## src/sram32k_pkg.sv

```systemverilog
// Package for the 32K x 8 static memory host controller
package sram32k_pkg;
  localparam int ADDR_W = 15;
  localparam int DATA_W = 8;
  localparam int CLK_PERIOD_NS = 20;
  // Minimum read or write cycle time, fastest grade
  localparam int CYCLE_TIME_NS = 85;
  // Output enable to valid data, fastest grade
  localparam int OUTPUT_ENABLE_ACCESS_TIME_NS = 40;
  // Write recovery after the earlier control rises
  localparam int WRITE_RECOVERY_NS = 10;
  // Chip enable to end of write
  localparam int WRITE_PULSE_NS = 65;
  // Address setup before output enable falls
  localparam int ADDR_SETUP_NS = 45;
  localparam int CYC_CYCLES = (CYCLE_TIME_NS + CLK_PERIOD_NS - 1) / CLK_PERIOD_NS;
  localparam int OE_ACCESS_CYCLES =
      (OUTPUT_ENABLE_ACCESS_TIME_NS + CLK_PERIOD_NS - 1) / CLK_PERIOD_NS + 1;
  // Pin to usable word: three stages plus the agreement stage
  localparam int SYNC_LAT_CYCLES = 4;
  localparam int WR_RECOVERY_CYCLES = (WRITE_RECOVERY_NS + CLK_PERIOD_NS - 1) / CLK_PERIOD_NS;
  localparam int WR_PULSE_CYCLES = (WRITE_PULSE_NS + CLK_PERIOD_NS - 1) / CLK_PERIOD_NS;
  localparam int ADDR_SETUP_CYCLES = (ADDR_SETUP_NS + CLK_PERIOD_NS - 1) / CLK_PERIOD_NS;
  localparam int RETENTION_RECOVERY_CYCLES = CYC_CYCLES;
  localparam int CNT_W = 4;
  localparam logic [CNT_W-1:0] CNT_ZERO = 4'h0;
  typedef enum logic [2:0] {
    SRAM_IDLE,
    SRAM_RD_SETUP,
    SRAM_RD_ACCESS,
    SRAM_WR_PULSE,
    SRAM_RECOVER,
    SRAM_RETAIN,
    SRAM_RETAIN_EXIT
  } sram_state_t;
endpackage

```

## src/sram_sync3.sv

```systemverilog
// Three-stage input synchroniser with agreement filter
`timescale 1ns/1ps
module sram_sync3 #(
  parameter int WIDTH = 8
) (
  input wire logic core_clk_in,
  input wire logic rst_in,
  input wire logic [WIDTH-1:0] async_in,
  output logic [WIDTH-1:0] sync_out
);
  logic [WIDTH-1:0] s1_ff;
  logic [WIDTH-1:0] s2_ff;
  logic [WIDTH-1:0] s3_ff;
  logic [WIDTH-1:0] out_ff;
  logic [WIDTH-1:0] nxt_out;

  genvar i;
  generate
    for (i = 0; i < WIDTH; i++) begin : g_bit
      // Change counts only once stages two and three agree
      always_comb begin
        nxt_out[i] = (s2_ff[i] == s3_ff[i]) ? s3_ff[i] : out_ff[i];
      end
    end
  endgenerate

  always_ff @(posedge core_clk_in or posedge rst_in) begin
    if (rst_in) begin
      s1_ff <= '0;
      s2_ff <= '0;
      s3_ff <= '0;
      out_ff <= '0;
    end else begin
      s1_ff <= async_in;
      s2_ff <= s1_ff;
      s3_ff <= s2_ff;
      out_ff <= nxt_out;
    end
  end

  assign sync_out = out_ff;
endmodule // sram_sync3

```

## src/sram_host.sv

```systemverilog
// Host-side controller driving a 32K x 8 asynchronous static memory
// Notes on behaviour
// Memory holds 32,768 bytes; 15-bit address, one shared 8-bit data bus.
// Chip select high deselects the memory; host releases nothing it needs.
// Controls are plain levels; memory takes no clock from the host.
// Reads keep write enable high; data valid with select and output enable low.
// Selected with both enables high gives high-impedance outputs.
// Write happens while select and write enable both low; host drives data then.
// Write enable falling before select keeps memory outputs off all write; here write enable falls with select.
// Output enable high during a write keeps memory outputs off.
// Write recovery counts from the first control to rise until cycle end.
// New cycle starts no sooner than 85 ns after the previous start.
// Read data valid 40 ns after output enable falls, address settled.
// Holding select high enters retention; contents survive low supply.
// After retention, wait one read cycle time before the next access.
`timescale 1ns/1ps
module sram_host
  import sram32k_pkg::*;
#(
  parameter int ADDR_WIDTH = sram32k_pkg::ADDR_W,
  parameter int DATA_WIDTH = sram32k_pkg::DATA_W
) (
  input wire logic core_clk_in,
  input wire logic rst_in,
  input wire logic req_valid_in,
  input wire logic req_write_in,
  input wire logic [ADDR_WIDTH-1:0] req_addr_in,
  input wire logic [DATA_WIDTH-1:0] req_wdata_in,
  input wire logic retain_req_in,
  output logic req_ready_out,
  output logic rd_valid_out,
  output logic [DATA_WIDTH-1:0] rd_data_out,
  output logic retained_out,
  output logic [ADDR_WIDTH-1:0] address_pins_out,
  output logic chip_select_n_out,
  output logic output_enable_n_out,
  output logic write_enable_n_out,
  output logic [DATA_WIDTH-1:0] data_pins_out,
  output logic data_pins_oe_out,
  input wire logic [DATA_WIDTH-1:0] data_pins_in
);
  import sram32k_pkg::*;

  localparam logic [CNT_W-1:0] CYC_N = CNT_W'(CYC_CYCLES);
  localparam logic [CNT_W-1:0] OE_N = CNT_W'(OE_ACCESS_CYCLES + SYNC_LAT_CYCLES);
  localparam logic [CNT_W-1:0] WR_N = CNT_W'(WR_PULSE_CYCLES);
  localparam logic [CNT_W-1:0] REC_N = CNT_W'(WR_RECOVERY_CYCLES);
  localparam logic [CNT_W-1:0] SET_N = CNT_W'(ADDR_SETUP_CYCLES);
  localparam logic [CNT_W-1:0] RET_N = CNT_W'(RETENTION_RECOVERY_CYCLES);

  logic [DATA_WIDTH-1:0] dq_sync;

  sram_sync3 #(
    .WIDTH(DATA_WIDTH)
  ) u_dq_sync (
    .core_clk_in(core_clk_in),
    .rst_in(rst_in),
    .async_in(data_pins_in),
    .sync_out(dq_sync)
  );

  sram_state_t state_ff, nxt_state;
  logic [CNT_W-1:0] phase_ff, nxt_phase;
  logic [CNT_W-1:0] cyc_ff, nxt_cyc;
  logic [ADDR_WIDTH-1:0] addr_ff, nxt_addr;
  logic [DATA_WIDTH-1:0] wdata_ff, nxt_wdata;
  logic cs_n_ff, nxt_cs_n;
  logic oe_n_ff, nxt_oe_n;
  logic we_n_ff, nxt_we_n;
  logic doe_ff, nxt_doe;
  logic ready_ff, nxt_ready;
  logic rvalid_ff, nxt_rvalid;
  logic [DATA_WIDTH-1:0] rdata_ff, nxt_rdata;
  logic retained_ff, nxt_retained;
  logic cyc_done;

  // Cycle time runs from each start, independent of phase
  assign cyc_done = (cyc_ff == CNT_ZERO);

  always_comb begin
    nxt_state = state_ff;
    nxt_phase = (phase_ff == CNT_ZERO) ? CNT_ZERO : phase_ff - 4'h1;
    nxt_cyc = cyc_done ? CNT_ZERO : cyc_ff - 4'h1;
    nxt_addr = addr_ff;
    nxt_wdata = wdata_ff;
    nxt_cs_n = cs_n_ff;
    nxt_oe_n = oe_n_ff;
    nxt_we_n = we_n_ff;
    nxt_doe = doe_ff;
    nxt_ready = 1'b0;
    nxt_rvalid = 1'b0;
    nxt_rdata = rdata_ff;
    nxt_retained = retained_ff;
    unique case (state_ff)
      SRAM_IDLE: begin
        // Idle keeps select high: standby, and memory outputs released
        nxt_cs_n = 1'b1;
        nxt_oe_n = 1'b1;
        nxt_we_n = 1'b1;
        nxt_doe = 1'b0;
        if (retain_req_in) begin
          nxt_state = SRAM_RETAIN;
          nxt_retained = 1'b1;
        end else if (req_valid_in && ready_ff) begin
          nxt_addr = req_addr_in;
          nxt_wdata = req_wdata_in;
          nxt_cyc = CYC_N - 4'h1;
          nxt_cs_n = 1'b0;
          if (req_write_in) begin
            // Write enable falls with select; outputs stay off
            nxt_we_n = 1'b0;
            nxt_doe = 1'b1;
            nxt_phase = WR_N - 4'h1;
            nxt_state = SRAM_WR_PULSE;
          end else begin
            // Both enables high first: selected but no data out
            nxt_phase = SET_N - 4'h1;
            nxt_state = SRAM_RD_SETUP;
          end
        end else begin
          nxt_ready = cyc_done;
        end
      end
      SRAM_RD_SETUP: begin
        if (phase_ff == CNT_ZERO) begin
          nxt_oe_n = 1'b0;
          nxt_phase = OE_N - 4'h1;
          nxt_state = SRAM_RD_ACCESS;
        end
      end
      SRAM_RD_ACCESS: begin
        // Sampling waits out access time and synchroniser; else a stale word
        if (phase_ff == CNT_ZERO) begin
          nxt_rdata = dq_sync;
          nxt_rvalid = 1'b1;
          nxt_oe_n = 1'b1;
          nxt_cs_n = 1'b1;
          nxt_phase = CNT_ZERO;
          nxt_state = SRAM_RECOVER;
        end
      end
      SRAM_WR_PULSE: begin
        // Output enable held high for the whole write
        nxt_oe_n = 1'b1;
        if (phase_ff == CNT_ZERO) begin
          // Write enable rises first; select follows after recovery
          nxt_we_n = 1'b1;
          nxt_phase = REC_N;
          nxt_state = SRAM_RECOVER;
        end
      end
      SRAM_RECOVER: begin
        if (phase_ff == CNT_ZERO) begin
          nxt_cs_n = 1'b1;
          nxt_doe = 1'b0;
          if (cyc_done) begin
            nxt_state = SRAM_IDLE;
          end
        end
      end
      SRAM_RETAIN: begin
        nxt_cs_n = 1'b1;
        if (!retain_req_in) begin
          nxt_phase = RET_N;
          nxt_state = SRAM_RETAIN_EXIT;
        end
      end
      SRAM_RETAIN_EXIT: begin
        if (phase_ff == CNT_ZERO) begin
          nxt_retained = 1'b0;
          nxt_state = SRAM_IDLE;
        end
      end
      default: begin
        nxt_state = SRAM_IDLE;
      end
    endcase
  end

  always_ff @(posedge core_clk_in or posedge rst_in) begin
    if (rst_in) begin
      state_ff <= SRAM_IDLE;
      phase_ff <= CNT_ZERO;
      cyc_ff <= CNT_ZERO;
      addr_ff <= '0;
      wdata_ff <= '0;
      cs_n_ff <= 1'b1;
      oe_n_ff <= 1'b1;
      we_n_ff <= 1'b1;
      doe_ff <= 1'b0;
      ready_ff <= 1'b0;
      rvalid_ff <= 1'b0;
      rdata_ff <= '0;
      retained_ff <= 1'b0;
    end else begin
      state_ff <= nxt_state;
      phase_ff <= nxt_phase;
      cyc_ff <= nxt_cyc;
      addr_ff <= nxt_addr;
      wdata_ff <= nxt_wdata;
      cs_n_ff <= nxt_cs_n;
      oe_n_ff <= nxt_oe_n;
      we_n_ff <= nxt_we_n;
      doe_ff <= nxt_doe;
      ready_ff <= nxt_ready;
      rvalid_ff <= nxt_rvalid;
      rdata_ff <= nxt_rdata;
      retained_ff <= nxt_retained;
    end
  end

  assign req_ready_out = ready_ff;
  assign rd_valid_out = rvalid_ff;
  assign rd_data_out = rdata_ff;
  assign retained_out = retained_ff;
  assign address_pins_out = addr_ff;
  assign chip_select_n_out = cs_n_ff;
  assign output_enable_n_out = oe_n_ff;
  assign write_enable_n_out = we_n_ff;
  assign data_pins_out = wdata_ff;
  assign data_pins_oe_out = doe_ff;
endmodule // sram_host

```

## config.mk

```make
export PLATFORM = sky130hd
export DESIGN_NAME = sram_host
export DESIGN_NICKNAME = d
export VERILOG_FILES = /design/src/sram32k_pkg.sv /design/src/sram_sync3.sv /design/src/sram_host.sv
export SDC_FILE = /design/constraint.sdc
export NUM_CORES = 1
export LEC_CHECK = 0
export BUFFER_PORTS_ARGS = -buffer_cell sky130_fd_sc_hd__buf_2
export CAP_MARGIN = 0
export CORE_MARGIN = 10
export CORE_UTILIZATION = 48
export CTS_CLUSTER_SIZE = 25
export DETAILED_ROUTE_END_ITERATION = 10
export PLACE_DENSITY = 0.75
export SYNTH_ARGS = -nofsm -noshare
export SYNTH_HDL_FRONTEND = slang
export SYNTH_HIERARCHICAL = 1
export SYNTH_SLANG_ARGS = --single-unit
```

## constraint.sdc

```tcl
create_clock -name core_clk_in -period 1.6 [get_ports core_clk_in]
set_input_delay 0 -clock core_clk_in [delete_from_list [all_inputs] [get_ports core_clk_in]]
set_output_delay 0 -clock core_clk_in [all_outputs]
set_load 0.01 [all_outputs]
```

# After elaboration in Yosys (flattened, before gate mapping)
# Cells that the tools add are included.
dict set report word_totals {
  elab_cells 116
  output_inout_bits 38
  ff_bits 81
}
dict set report classes {
  n_bitwise 1
  mux 44
  eq_ne 25
  addsub 2
  n_reduce_logical 20
}
# op n
set op_table {}
lappend op_table {{4-bit two-way mux} 11}
lappend op_table {{3-bit two-way mux} 8}
lappend op_table {{4-bit case mux with 5 select lines} 1}
lappend op_table {{3-bit case mux with 6 select lines} 1}
lappend op_table {{1-bit two-way mux} 17}
lappend op_table {{2-bit != test (second input constant)} 8}
lappend op_table {{3-bit == test (second input constant)} 3}
lappend op_table {{3-bit AND reduction} 3}
lappend op_table {{1-bit == test} 8}
lappend op_table {{4-bit zero test} 2}
lappend op_table {{2-bit AND reduction} 4}
lappend op_table {{4-bit by 1-bit subtractor with 4-bit output (second input constant)} 2}
lappend op_table {{7-bit AND reduction} 1}
lappend op_table {{3-bit by 2-bit == test with 1-bit output (second input constant)} 2}
lappend op_table {{1-bit case mux with 2 select lines} 3}
lappend op_table {{1-bit case mux with 3 select lines} 2}
lappend op_table {{2-bit nonzero test} 3}
lappend op_table {{3-bit nonzero test} 2}
lappend op_table {{2-bit OR reduction} 3}
lappend op_table {{2-bit by 1-bit != test with 1-bit output (second input constant)} 2}
lappend op_table {{3-bit by 1-bit == test with 1-bit output (second input constant)} 1}
lappend op_table {{3-bit zero test} 1}
lappend op_table {{3-bit != test (second input constant)} 1}
lappend op_table {{2-bit two-way mux} 1}
lappend op_table {{other kinds (2)} 2}

# Depth between registers and ports, before layout
# Gate-level depths: netlist of the first run.
dict set report logic_depth {
  ltp_word 5
  ltp_mapped 5
  depth_no_buf 5
}

# Hierarchy
# Netlist of the first run, hierarchy kept.
# module area_per_inst_um2 cells_per_inst instances
set by_module_without_submodules {}
lappend by_module_without_submodules {sram_host 2297.2 173 1}
lappend by_module_without_submodules {sram_sync3 894.6 41 1}

# Worst setup path after synthesis of the first run
# No wires, ideal clock.
dict set report synth_path {
  path_kind {register -> register}
  from {register state_ff[2]}
  to {register addr_ff[0] (netlist: address_pins_out[0])}
  path_slack_ns -0.149
  required_ns 1.475
  synth_period_minus_slack_ns 1.749
  arrival_time_ns 1.624
  path_buffers 2
  setup_time_ns 0.125
  stages_incl_launch_ff 6
  path_cell_list {dfrtp_1 -> buf_6 -> or4_4 -> nor2_8 -> buf_12 -> mux2_4}
}
dict set report synth_between {
  elab_chain_len 2
}
# element line_no
set synth_rtl {}
lappend synth_rtl {{from (decl)} sram_host.sv:62} ;# sram_state_t state_ff, nxt_state;
lappend synth_rtl {{from (signal assigned)} sram_host.sv:196} ;# state_ff <= nxt_state;
lappend synth_rtl {{3-bit zero test} sram_host.sv:94} ;# unique case (state_ff)
lappend synth_rtl {{3-bit AND reduction (no line)} -}
lappend synth_rtl {{to (signal assigned)} sram_host.sv:199} ;# addr_ff <= nxt_addr;
lappend synth_rtl {{to (decl)} sram_host.sv:65} ;# logic [ADDR_WIDTH-1:0] addr_ff, nxt_addr;
# Every way passes these cells.
# A chain may end at the register's enable or synchronous reset.

# Final worst setup path of the first run
dict set report layout_path {
  from {register state_ff[1]}
  to {register addr_ff[14] (netlist: address_pins_out[14])}
}
# Same word-level chain as after synthesis.

==> metrics.yaml, run 1 <==
critical_path.max_stage_delay_ns: 0.56
antenna_cells: 0
antenna_found_initial: 0
portBuffers: 73
power_leakage_nw: 2.201
rows: 29
finalClockSkew_ns: 0.009992
maxSlewViolCount: 0
timing.rr.start: "state_ff[1]"
hold_violations: 0
relSlewSlack_pct: 63.75
min_path_type: "input port to flop"
final_area_um2: 4409
critPathRequiredTime_ns: 1.84
syn-cell-area_um2: 3192
crit_chain: "or4_4 > nor2_8 > buf_12 > mux2_4"
numCtsBuffers: 9
layout_common_cells: "78 x dfrtp_1, 73 x buf_2, 33 x dlygate4sd3_1"
drt.antenna.violating_nets: 0
wire_per_inst_um: 16.64
rsz0062_at_grt: "true"
final_util_pct: 68.65
syn_nets: 252
path_class: "flop to flop"
max-vdd-ir-drop_v: 0.0007987
cp.buffers_inverters: 1
num_vias: 2198
drtIter0Drc: 97
cts_tree: "done"
ios: 74
core_um2: 6422
critical_path.top_delay_family: "simple AND/OR/NAND/NOR gates"
first_pass_iters: 5
htreeDepth: 3
hold_path_startpoint: "retain_req_in"
cp.arrival_ns: 1.93
place_congestion: 0.7539
cts_root_buf: "clkbuf_8"
final.min_clock_period_ns: 1.695
dpl_cell_area_um2: 3774
maxCapViolCount: 0
tightestPinTransition_ns: 0.5429
startpoint_type: "flop"
die_x_um: 101.5
ys_warn_count: 6
crit_path_top_delay_cell: "or4_4"
gr-total-overflow: 0
post-route-period-util_pct: 106.0
avgViaCountPerCell: 5.065
yosysUniqueCellTypes: 50
fin_nets: 390
grt_pass1_vias: 2418
ys_async_sr_fraction_pct: 100.0
critPathMaxFanout: 14
synth_top_area_cell: "dfrtp_1"
grt_first_pass_wirelength_um: 11870
syn_area_per_cell_um2: 14.92
synth.ff_latch_count: 81
area_growth_syn_to_layout_pct: 38.14
drc_errors: 0
setup_violations: 24
hold-worst-slack_ns: 0.09110
synth.top_cells.by_area: "dfrtp_1 61%, mux2_4 8.5%, mux2_2 4.9%, maj3_2 2.8%, dfstp_2 2.5%"
drive_above_1_share_pct: 49.30
multi_input_area_um2: 1117
worst_slack_ns: -0.09522
routed_wl_um: 7220
clkTransAtPathRegs_ns: 0.08
final_common_cell: "dfrtp_1"
finalSetupTns_ns: -1.615
r2r_slack_ns: -0.1
cp-startpoint: "state_ff[1]"
regArea_um2: 2031
powerDensity_nw_per_um2: 1480
grt_max_degree: 33
cp-end-kind: "flop"
die_y_um: 101.5
grt_usage_pct: 14.78
ys.flop_type: "dfrtp_1"
post-dp-hpwl_um: 4808
fillerInstances: 440
synth_edf_count: 0
synth_top_area_share_pct: 61.15
netlist_instances: 214
fp.dieArea_um2: 10310
clock_latency_ns: 0.35
ctsLongestPathBuffers: 2
cts.sinks: 81
violations: "negative setup slack"
status: "finished with violations"
synth_seq_area_share_pct: 63.62
start_util_pct: 49.70
fmax_mhz: 589.9
## registers in the layout, indices dropped and copies added, names as in the netlist, 3 cells and up
name	count
u_dq_sync/sync_out	8
data_pins_out	8
u_dq_sync/s3_ff	8
phase_ff	4
address_pins_out	15
u_dq_sync/s1_ff	8
rd_data_out	8
cyc_ff	4
state_ff	3
u_dq_sync/s2_ff	8
## tightest hold or removal path, stage by stage
cell and delay [ns]:
buf_2 0.10, or4_4 0.16, buf_4 0.12, nor3_1 0.04
## per-stage QoR
stage | total power, mW | std cells | worst slack (ns)
after floorplan | 4.085 | 214 | -0.1491
after global placement | 4.801 | 379 | -0.09746
after detailed placement | 4.858 | 379 | -0.1143
after CTS | 6.410 | 428 | -0.07678
after global routing | 6.928 | 434 | -0.1472
final | 6.524 | 434 | -0.09522
## cell usage after synthesis, types with 2 or more instances
cell	n
dfrtp_1	78
mux2_4	18
inv_1	10
nor3b_1	2
and2_1	2
dfstp_2	3
or2_2	2
a21oi_1	5
a31oi_1	3
mux2_2	14
nor2b_1	2
o21a_1	2
maj3_2	8
nand2b_1	3
buf_12	2
nor3_1	2
o21ai_0	8
clkbuf_1	4
nor2_1	5
nand3_1	4
o22ai_1	2
ha_1	2
nand2_1	6
## per-layer routing
layer / global-route usage (%) / vias to the layer above / share of wire [%]
met1: 16.58 / 1072 / 40
met3: 4.697 / 17 / 5.4
met4: 6.711 / 0 / 2.4
met2: 25.20 / 66 / 52
li1: - / 1043 / -
met5: 0 / - / 0
## power by group
group | internal [mW] | switching [mW]
logic | 1.28 | 1.08
clock network | 0.592 | 0.796
registers | 2.48 | 0.297
total | 4.35 | 2.18
## cell families after synthesis
family          share of synthesized area, %
flops                                  63.62
simple gates                           7.801
fa+ha+maj                              3.606
compound gates                         7.605
buf+inv                                3.371
xor+xnor                              0.2745
mux                                    13.72
## worst paths after layout
kind                                   endpoint  depth (start not counted)
setup reg to reg           address_pins_out[14]                          4
hold reg to reg              u_dq_sync/s2_ff[0]                          0
min in group asynchronous           phase_ff[2]                          3
setup / recovery           address_pins_out[14]                          4
hold / removal                    req_ready_out                          4
max in group asynchronous   address_pins_out[4]                          4
## cell type report
cell class,instances,share of cell area (%)
Inverter,10,0.8513
Clock buffer,9,2.809
Tap cell,77,2.185
Clock inverter,7,1.419
Multi-Input combinational cell,115,25.34
Sequential cell,81,46.06
Timing Repair Buffer,135,21.34
## repair_timing
item,4_1_cts,5_1_grt
pin swaps,3,4
gates cloned,0,0
gates resized for setup,7,11
hold endpoints to repair,84,0
endpoints found under the setup margin,40,41
hold buffers,33,0
setup buffers,0,6
No activity file was read; power rests on OpenSTA's default activity.
==> run 2: changes to the inputs <==
- CORE_MARGIN: 10 -> default
- CTS_CLUSTER_SIZE: 25 -> default
==> run 2 against run 1 <==
  * The run still ends with negative setup slack left
  * Sequential cell count is the same
  * Sequential power about the same
  * Wire length is 4.9% lower
  * First-iteration DRC count increased by 23%
  * Count of clock-buffer cells in the layout stayed put
  * Sequential share of layout area fell by 0.052 points
  * Highest routed layer unchanged
  * Final cell count is 0.92% lower
  * Non-clock buffer count down 5
  * Clock skew down 0.0020 ns
  * Total power fell by 0.21%
  * Largest power group unchanged
==> metrics.yaml, run 2 (synthesis gave the netlist of run 1 again) <==
min_path_type: "input port to flop"
grt_max_degree: 27
place_congestion: 0.8120
grt_first_pass_wirelength_um: 11100
multi_input_area_um2: 1141
antenna_cells: 0
cts_tree: "done"
startpoint_type: "flop"
layout_common_cells: "78 x dfrtp_1, 73 x buf_2, 33 x dlygate4sd3_1"
drc_errors: 0
portBuffers: 73
powerDensity_nw_per_um2: 1475
numCtsBuffers: 9
post-place-ws_ns: -0.1470
critPathRequiredTime_ns: 1.84
core_um2: 6386
drtIter0Drc: 119
power_mw: 6.511
cts.sinks: 81
maxCapViolCount: 0
ios: 74
finalSetupTns_ns: -2.331
worst_slack_ns: -0.1095
hold_violations: 0
num_vias: 2230
fin_nets: 386
largest_register_ffs: 15
clock_latency_ns: 0.35
drive_above_1_share_pct: 49.01
max-vdd-ir-drop_v: 0.0008745
clkTransAtPathRegs_ns: 0.09
maxSlewViolCount: 0
finalClockSkew_ns: 0.008018
rows: 29
cts_root_buf: "clkbuf_8"
post-route-period-util_pct: 106.8
fillerInstances: 436
path_class: "flop to flop"
grt_usage_pct: 20.75
regArea_um2: 2031
die_y_um: 83.55
routed_wl_um: 6867
ctsLongestPathBuffers: 2
antenna_found_initial: 0
die_x_um: 83.55
start_util_pct: 49.98
fp.dieArea_um2: 6980
gr-total-overflow: 0
fmax_mhz: 585.0
wire_per_inst_um: 15.97
post-dp-hpwl_um: 4026
relSlewSlack_pct: 62.12
htreeDepth: 3
area_growth_syn_to_layout_pct: 38.30
cp-end-kind: "flop"
final_util_pct: 69.12
setup_violations: 26
grt_pass1_vias: 2259
violations: "negative setup slack"
final_common_cell: "dfrtp_1"
avgViaCountPerCell: 5.186
fin_cells: 430
drt.antenna.violating_nets: 0
cp.arrival_ns: 1.95
critPathMaxFanout: 9
power_leakage_nw: 2.184
final.min_clock_period_ns: 1.709
status: "finished with violations"
tightestPinTransition_ns: 0.5674
rsz0062_at_grt: "true"
first_pass_iters: 4
dpl.cell_count: 376
-- run 2: cell types whose count changed in the layout (fill, tap and decap cells not counted) --
cell,delta
buf_12,+1
buf_4,-4
buf_6,-3
clkbuf_16,+1
nand3_2,-1
nand3_4,+2
nor3b_2,+1
nor3b_4,-1
o31ai_1,-1
o31ai_2,+1
-- run 2: area by class of cell --
type | instances | share of cell area [%]
flip-flops and latches | 81 | 46.00
multi-input cells | 116 | 25.85
repair buffers | 130 | 20.89
clock buffers | 9 | 2.806
well taps | 77 | 2.183
clock inverters | 7 | 1.417
inverters | 10 | 0.8503
-- run 2: metal layers --
metal  GRT usage [%]  up-vias  wire length (um)
met3           4.550       11               278
li1                -     1028                 -
met4           10.48        0               147
met5               0        -                 0
met1           27.76     1127              3036
met2           32.19       64              3404
-- run 2: worst paths after layout --
kind,startpoint,to,slack (ns),depth (start not counted)
worst min register to register,u_dq_sync/s1_ff[5],u_dq_sync/s2_ff[5],0.36,0
max in group asynchronous,rst_in,rd_data_out[5],0.68,4
worst min-delay path,retain_req_in,req_ready_out,0.11,4
worst max register to register,state_ff[1],address_pins_out[7],-0.11,4
worst max-delay path,state_ff[1],address_pins_out[7],-0.11,4
min in group asynchronous,rst_in,u_dq_sync/s1_ff[3],0.26,3
-- run 2: metrics by stage --
| stage | cell area [um2] | hold WS [ns] |
|---|---|---|
| 2_1_floorplan | 3197 | 0.03143 |
| 3_3_place_gp | 3764 | 0.03479 |
| 3_5_place_dp | 3764 | 0.04437 |
| 4_1_cts | 4337 | 0.09478 |
| 5_1_grt | 4414 | 0.1034 |
| 6_report | 4414 | 0.1127 |
-- run 2: repair_timing --
action	in CTS	in global routing
gates cloned	1	1
setup buffers	1	3
setup endpoints to repair	40	41
hold buffers	33	0
hold endpoints to repair	63	0
pin swaps	5	0
gates resized for setup	8	9
-- run 2: report_power, final --
group	leakage (nW)	internal, mW	switching [mW]
sequential	1.01	2.48	0.283
combinational	1.09	1.23	1.13
clock	0.0923	0.593	0.800
total	2.18	4.30	2.21
-- run 2: worst max-delay path, stage by stage, from the launching register on --
cell and delay (ns):
dfrtp_1 0.39, or4_4 0.56, nor2_8 0.15, clkbuf_16 0.19, mux2_4 0.30
==> run 3: changes to the inputs <==
- BUFFER_PORTS_ARGS: -buffer_cell sky130_fd_sc_hd__buf_2 -> -buffer_cell sky130_fd_sc_hd__clkbuf_2
==> run 3 against run 2 <==
  * The flow still finishes with violations (negative setup slack)
  * Combinational power increased by 6%
  * Via count increased by 2.9%
  * Clock power increased by 9%
  * Sequential power about the same
  * Count of clock-buffer cells in the layout unchanged
  * Register-to-register slack got worse by 0.03 ns
  * Cell area increased by 1.4%
  * First-iteration DRC count decreased by 20%
  * Final cell count increased by 1.2%
==> metrics.yaml, run 3 (synthesis gave the netlist of run 1 again) <==
htreeDepth: 3
place_congestion: 0.8483
rows: 29
r2r_end: "address_pins_out[8]"
cts.sinks: 81
final_common_cell: "dfrtp_1"
cp.arrival_ns: 1.97
r2r_cells: 4
grt_first_pass_wirelength_um: 11200
relSlewSlack_pct: 60.62
fillerInstances: 416
cp-end-kind: "flop"
hold_path_startpoint: "retain_req_in"
maxSlewViolCount: 0
hold_depth: 4
status: "finished with violations"
grt_usage_pct: 20.93
dr_wl_met3_um: 370
wl_met2_um: 3462
critPathMaxFanout: 8
power_leakage_nw: 2.203
min_to: "req_ready_out"
startpoint_type: "flop"
area_growth_syn_to_layout_pct: 40.26
antenna_found_initial: 0
wl_met1_um: 2944
fp.dieArea_um2: 6980
core_um2: 6386
regArea_um2: 2031
powerDensity_nw_per_um2: 1514
first_pass_iters: 4
finalClockSkew_ns: 0.01352
drc_errors: 0
start_util_pct: 49.98
die_x_um: 83.55
min_path_type: "input port to flop"
max-vdd-ir-drop_v: 0.0008013
tightestPinTransition_ns: 0.5898
drtIter0Drc: 95
avgViaCountPerCell: 5.274
r2r_slack_ns: -0.14
antenna_cells: 0
post-route-period-util_pct: 109.0
timing.rr.start: "state_ff[2]"
largest_register_ffs: 15
clock_latency_ns: 0.35
cts_tree: "done"
num_vias: 2294
fin_cells: 435
dpl.cell_count: 377
hold_violations: 0
power_mw: 6.777
drive_above_1_share_pct: 49.72
finalSetupTns_ns: -2.822
violations: "negative setup slack"
grt_max_degree: 27
portBuffers: 73
routed_wl_um: 6953
ctsLongestPathBuffers: 2
path_class: "flop to flop"
rsz0062_at_grt: "true"
ios: 74
worst_slack_ns: -0.1441
clkTransAtPathRegs_ns: 0.09
post-dp-hpwl_um: 4100
final_util_pct: 70.10
gr-total-overflow: 0
layout_common_cells: "78 x dfrtp_1, 73 x clkbuf_2, 33 x dlygate4sd3_1"
maxCapViolCount: 0
die_y_um: 83.55
setup_violations: 26
grt_pass1_vias: 2328
drt.antenna.violating_nets: 0
numCtsBuffers: 9
routed.top_layer: "met4"
multi_input_area_um2: 1147
fmax_mhz: 573.4
fin_nets: 391
final.min_clock_period_ns: 1.744
wire_per_inst_um: 15.98
cts_root_buf: "clkbuf_8"
critPathRequiredTime_ns: 1.82
run 3: worst max path at each step:
stage | to | slack, ns | depth (start not counted) | startpoint
3_3_place_gp | address_pins_out[13] | -0.1 | 4 | state_ff[0]
3_5_place_dp | address_pins_out[12] | -0.12 | 4 | state_ff[0]
4_1_cts | address_pins_out[12] | -0.13 | 4 | state_ff[0]
2_1_floorplan | address_pins_out[0] | -0.15 | 5 | state_ff[2]
6_report | address_pins_out[8] | -0.14 | 4 | state_ff[2]
5_1_grt | address_pins_out[8] | -0.18 | 4 | state_ff[2]
run 3: repair_timing:
| action | CTS | global route |
|---|---|---|
| setup endpoints to repair | 41 | 43 |
| gates resized for setup | 5 | 14 |
| hold buffers | 33 | 0 |
| setup buffers | 2 | 5 |
| pin swaps | 1 | 4 |
| cloned | 1 | 1 |
| hold endpoints to repair | 74 | 0 |
run 3: power by group:
part | internal, mW | switching (mW)
logic | 1.29 | 1.19
registers | 2.48 | 0.305
clock network | 0.731 | 0.782
run 3: metal layers:
layer  GRT usage, %  vias up
met5              0        -
met2          33.31       77
met1          26.02     1149
li1               -     1050
met4          10.48        0
met3          6.429       18
run 3: cell type report:
| cell class | instances | share of cell area, % |
|---|---|---|
| Timing Repair Buffer | 135 | 21.52 |
| Clock buffer | 9 | 2.767 |
| Inverter | 10 | 0.8385 |
| Multi-Input combinational cell | 116 | 25.63 |
| Tap cell | 77 | 2.152 |
| Sequential cell | 81 | 45.36 |
| Clock inverter | 7 | 1.733 |
run 3: worst max-delay path, stage by stage (launching register included):
cell,delay [ns]
dfrtp_1,0.41
or4_4,0.53
nor2_8,0.20
clkbuf_16,0.19
mux2_4,0.29
run 3: through the flow:
step                      hold slack [ns]  worst slack (ns)  area (um2)
after floorplan                   0.03143           -0.1491        3197
after global placement            0.02189          -0.09640        3771
after detailed placement          0.04145           -0.1170        3771
after CTS                         0.08258           -0.1307        4359
after global routing               0.1068           -0.1834        4477
final                              0.1115           -0.1441        4477
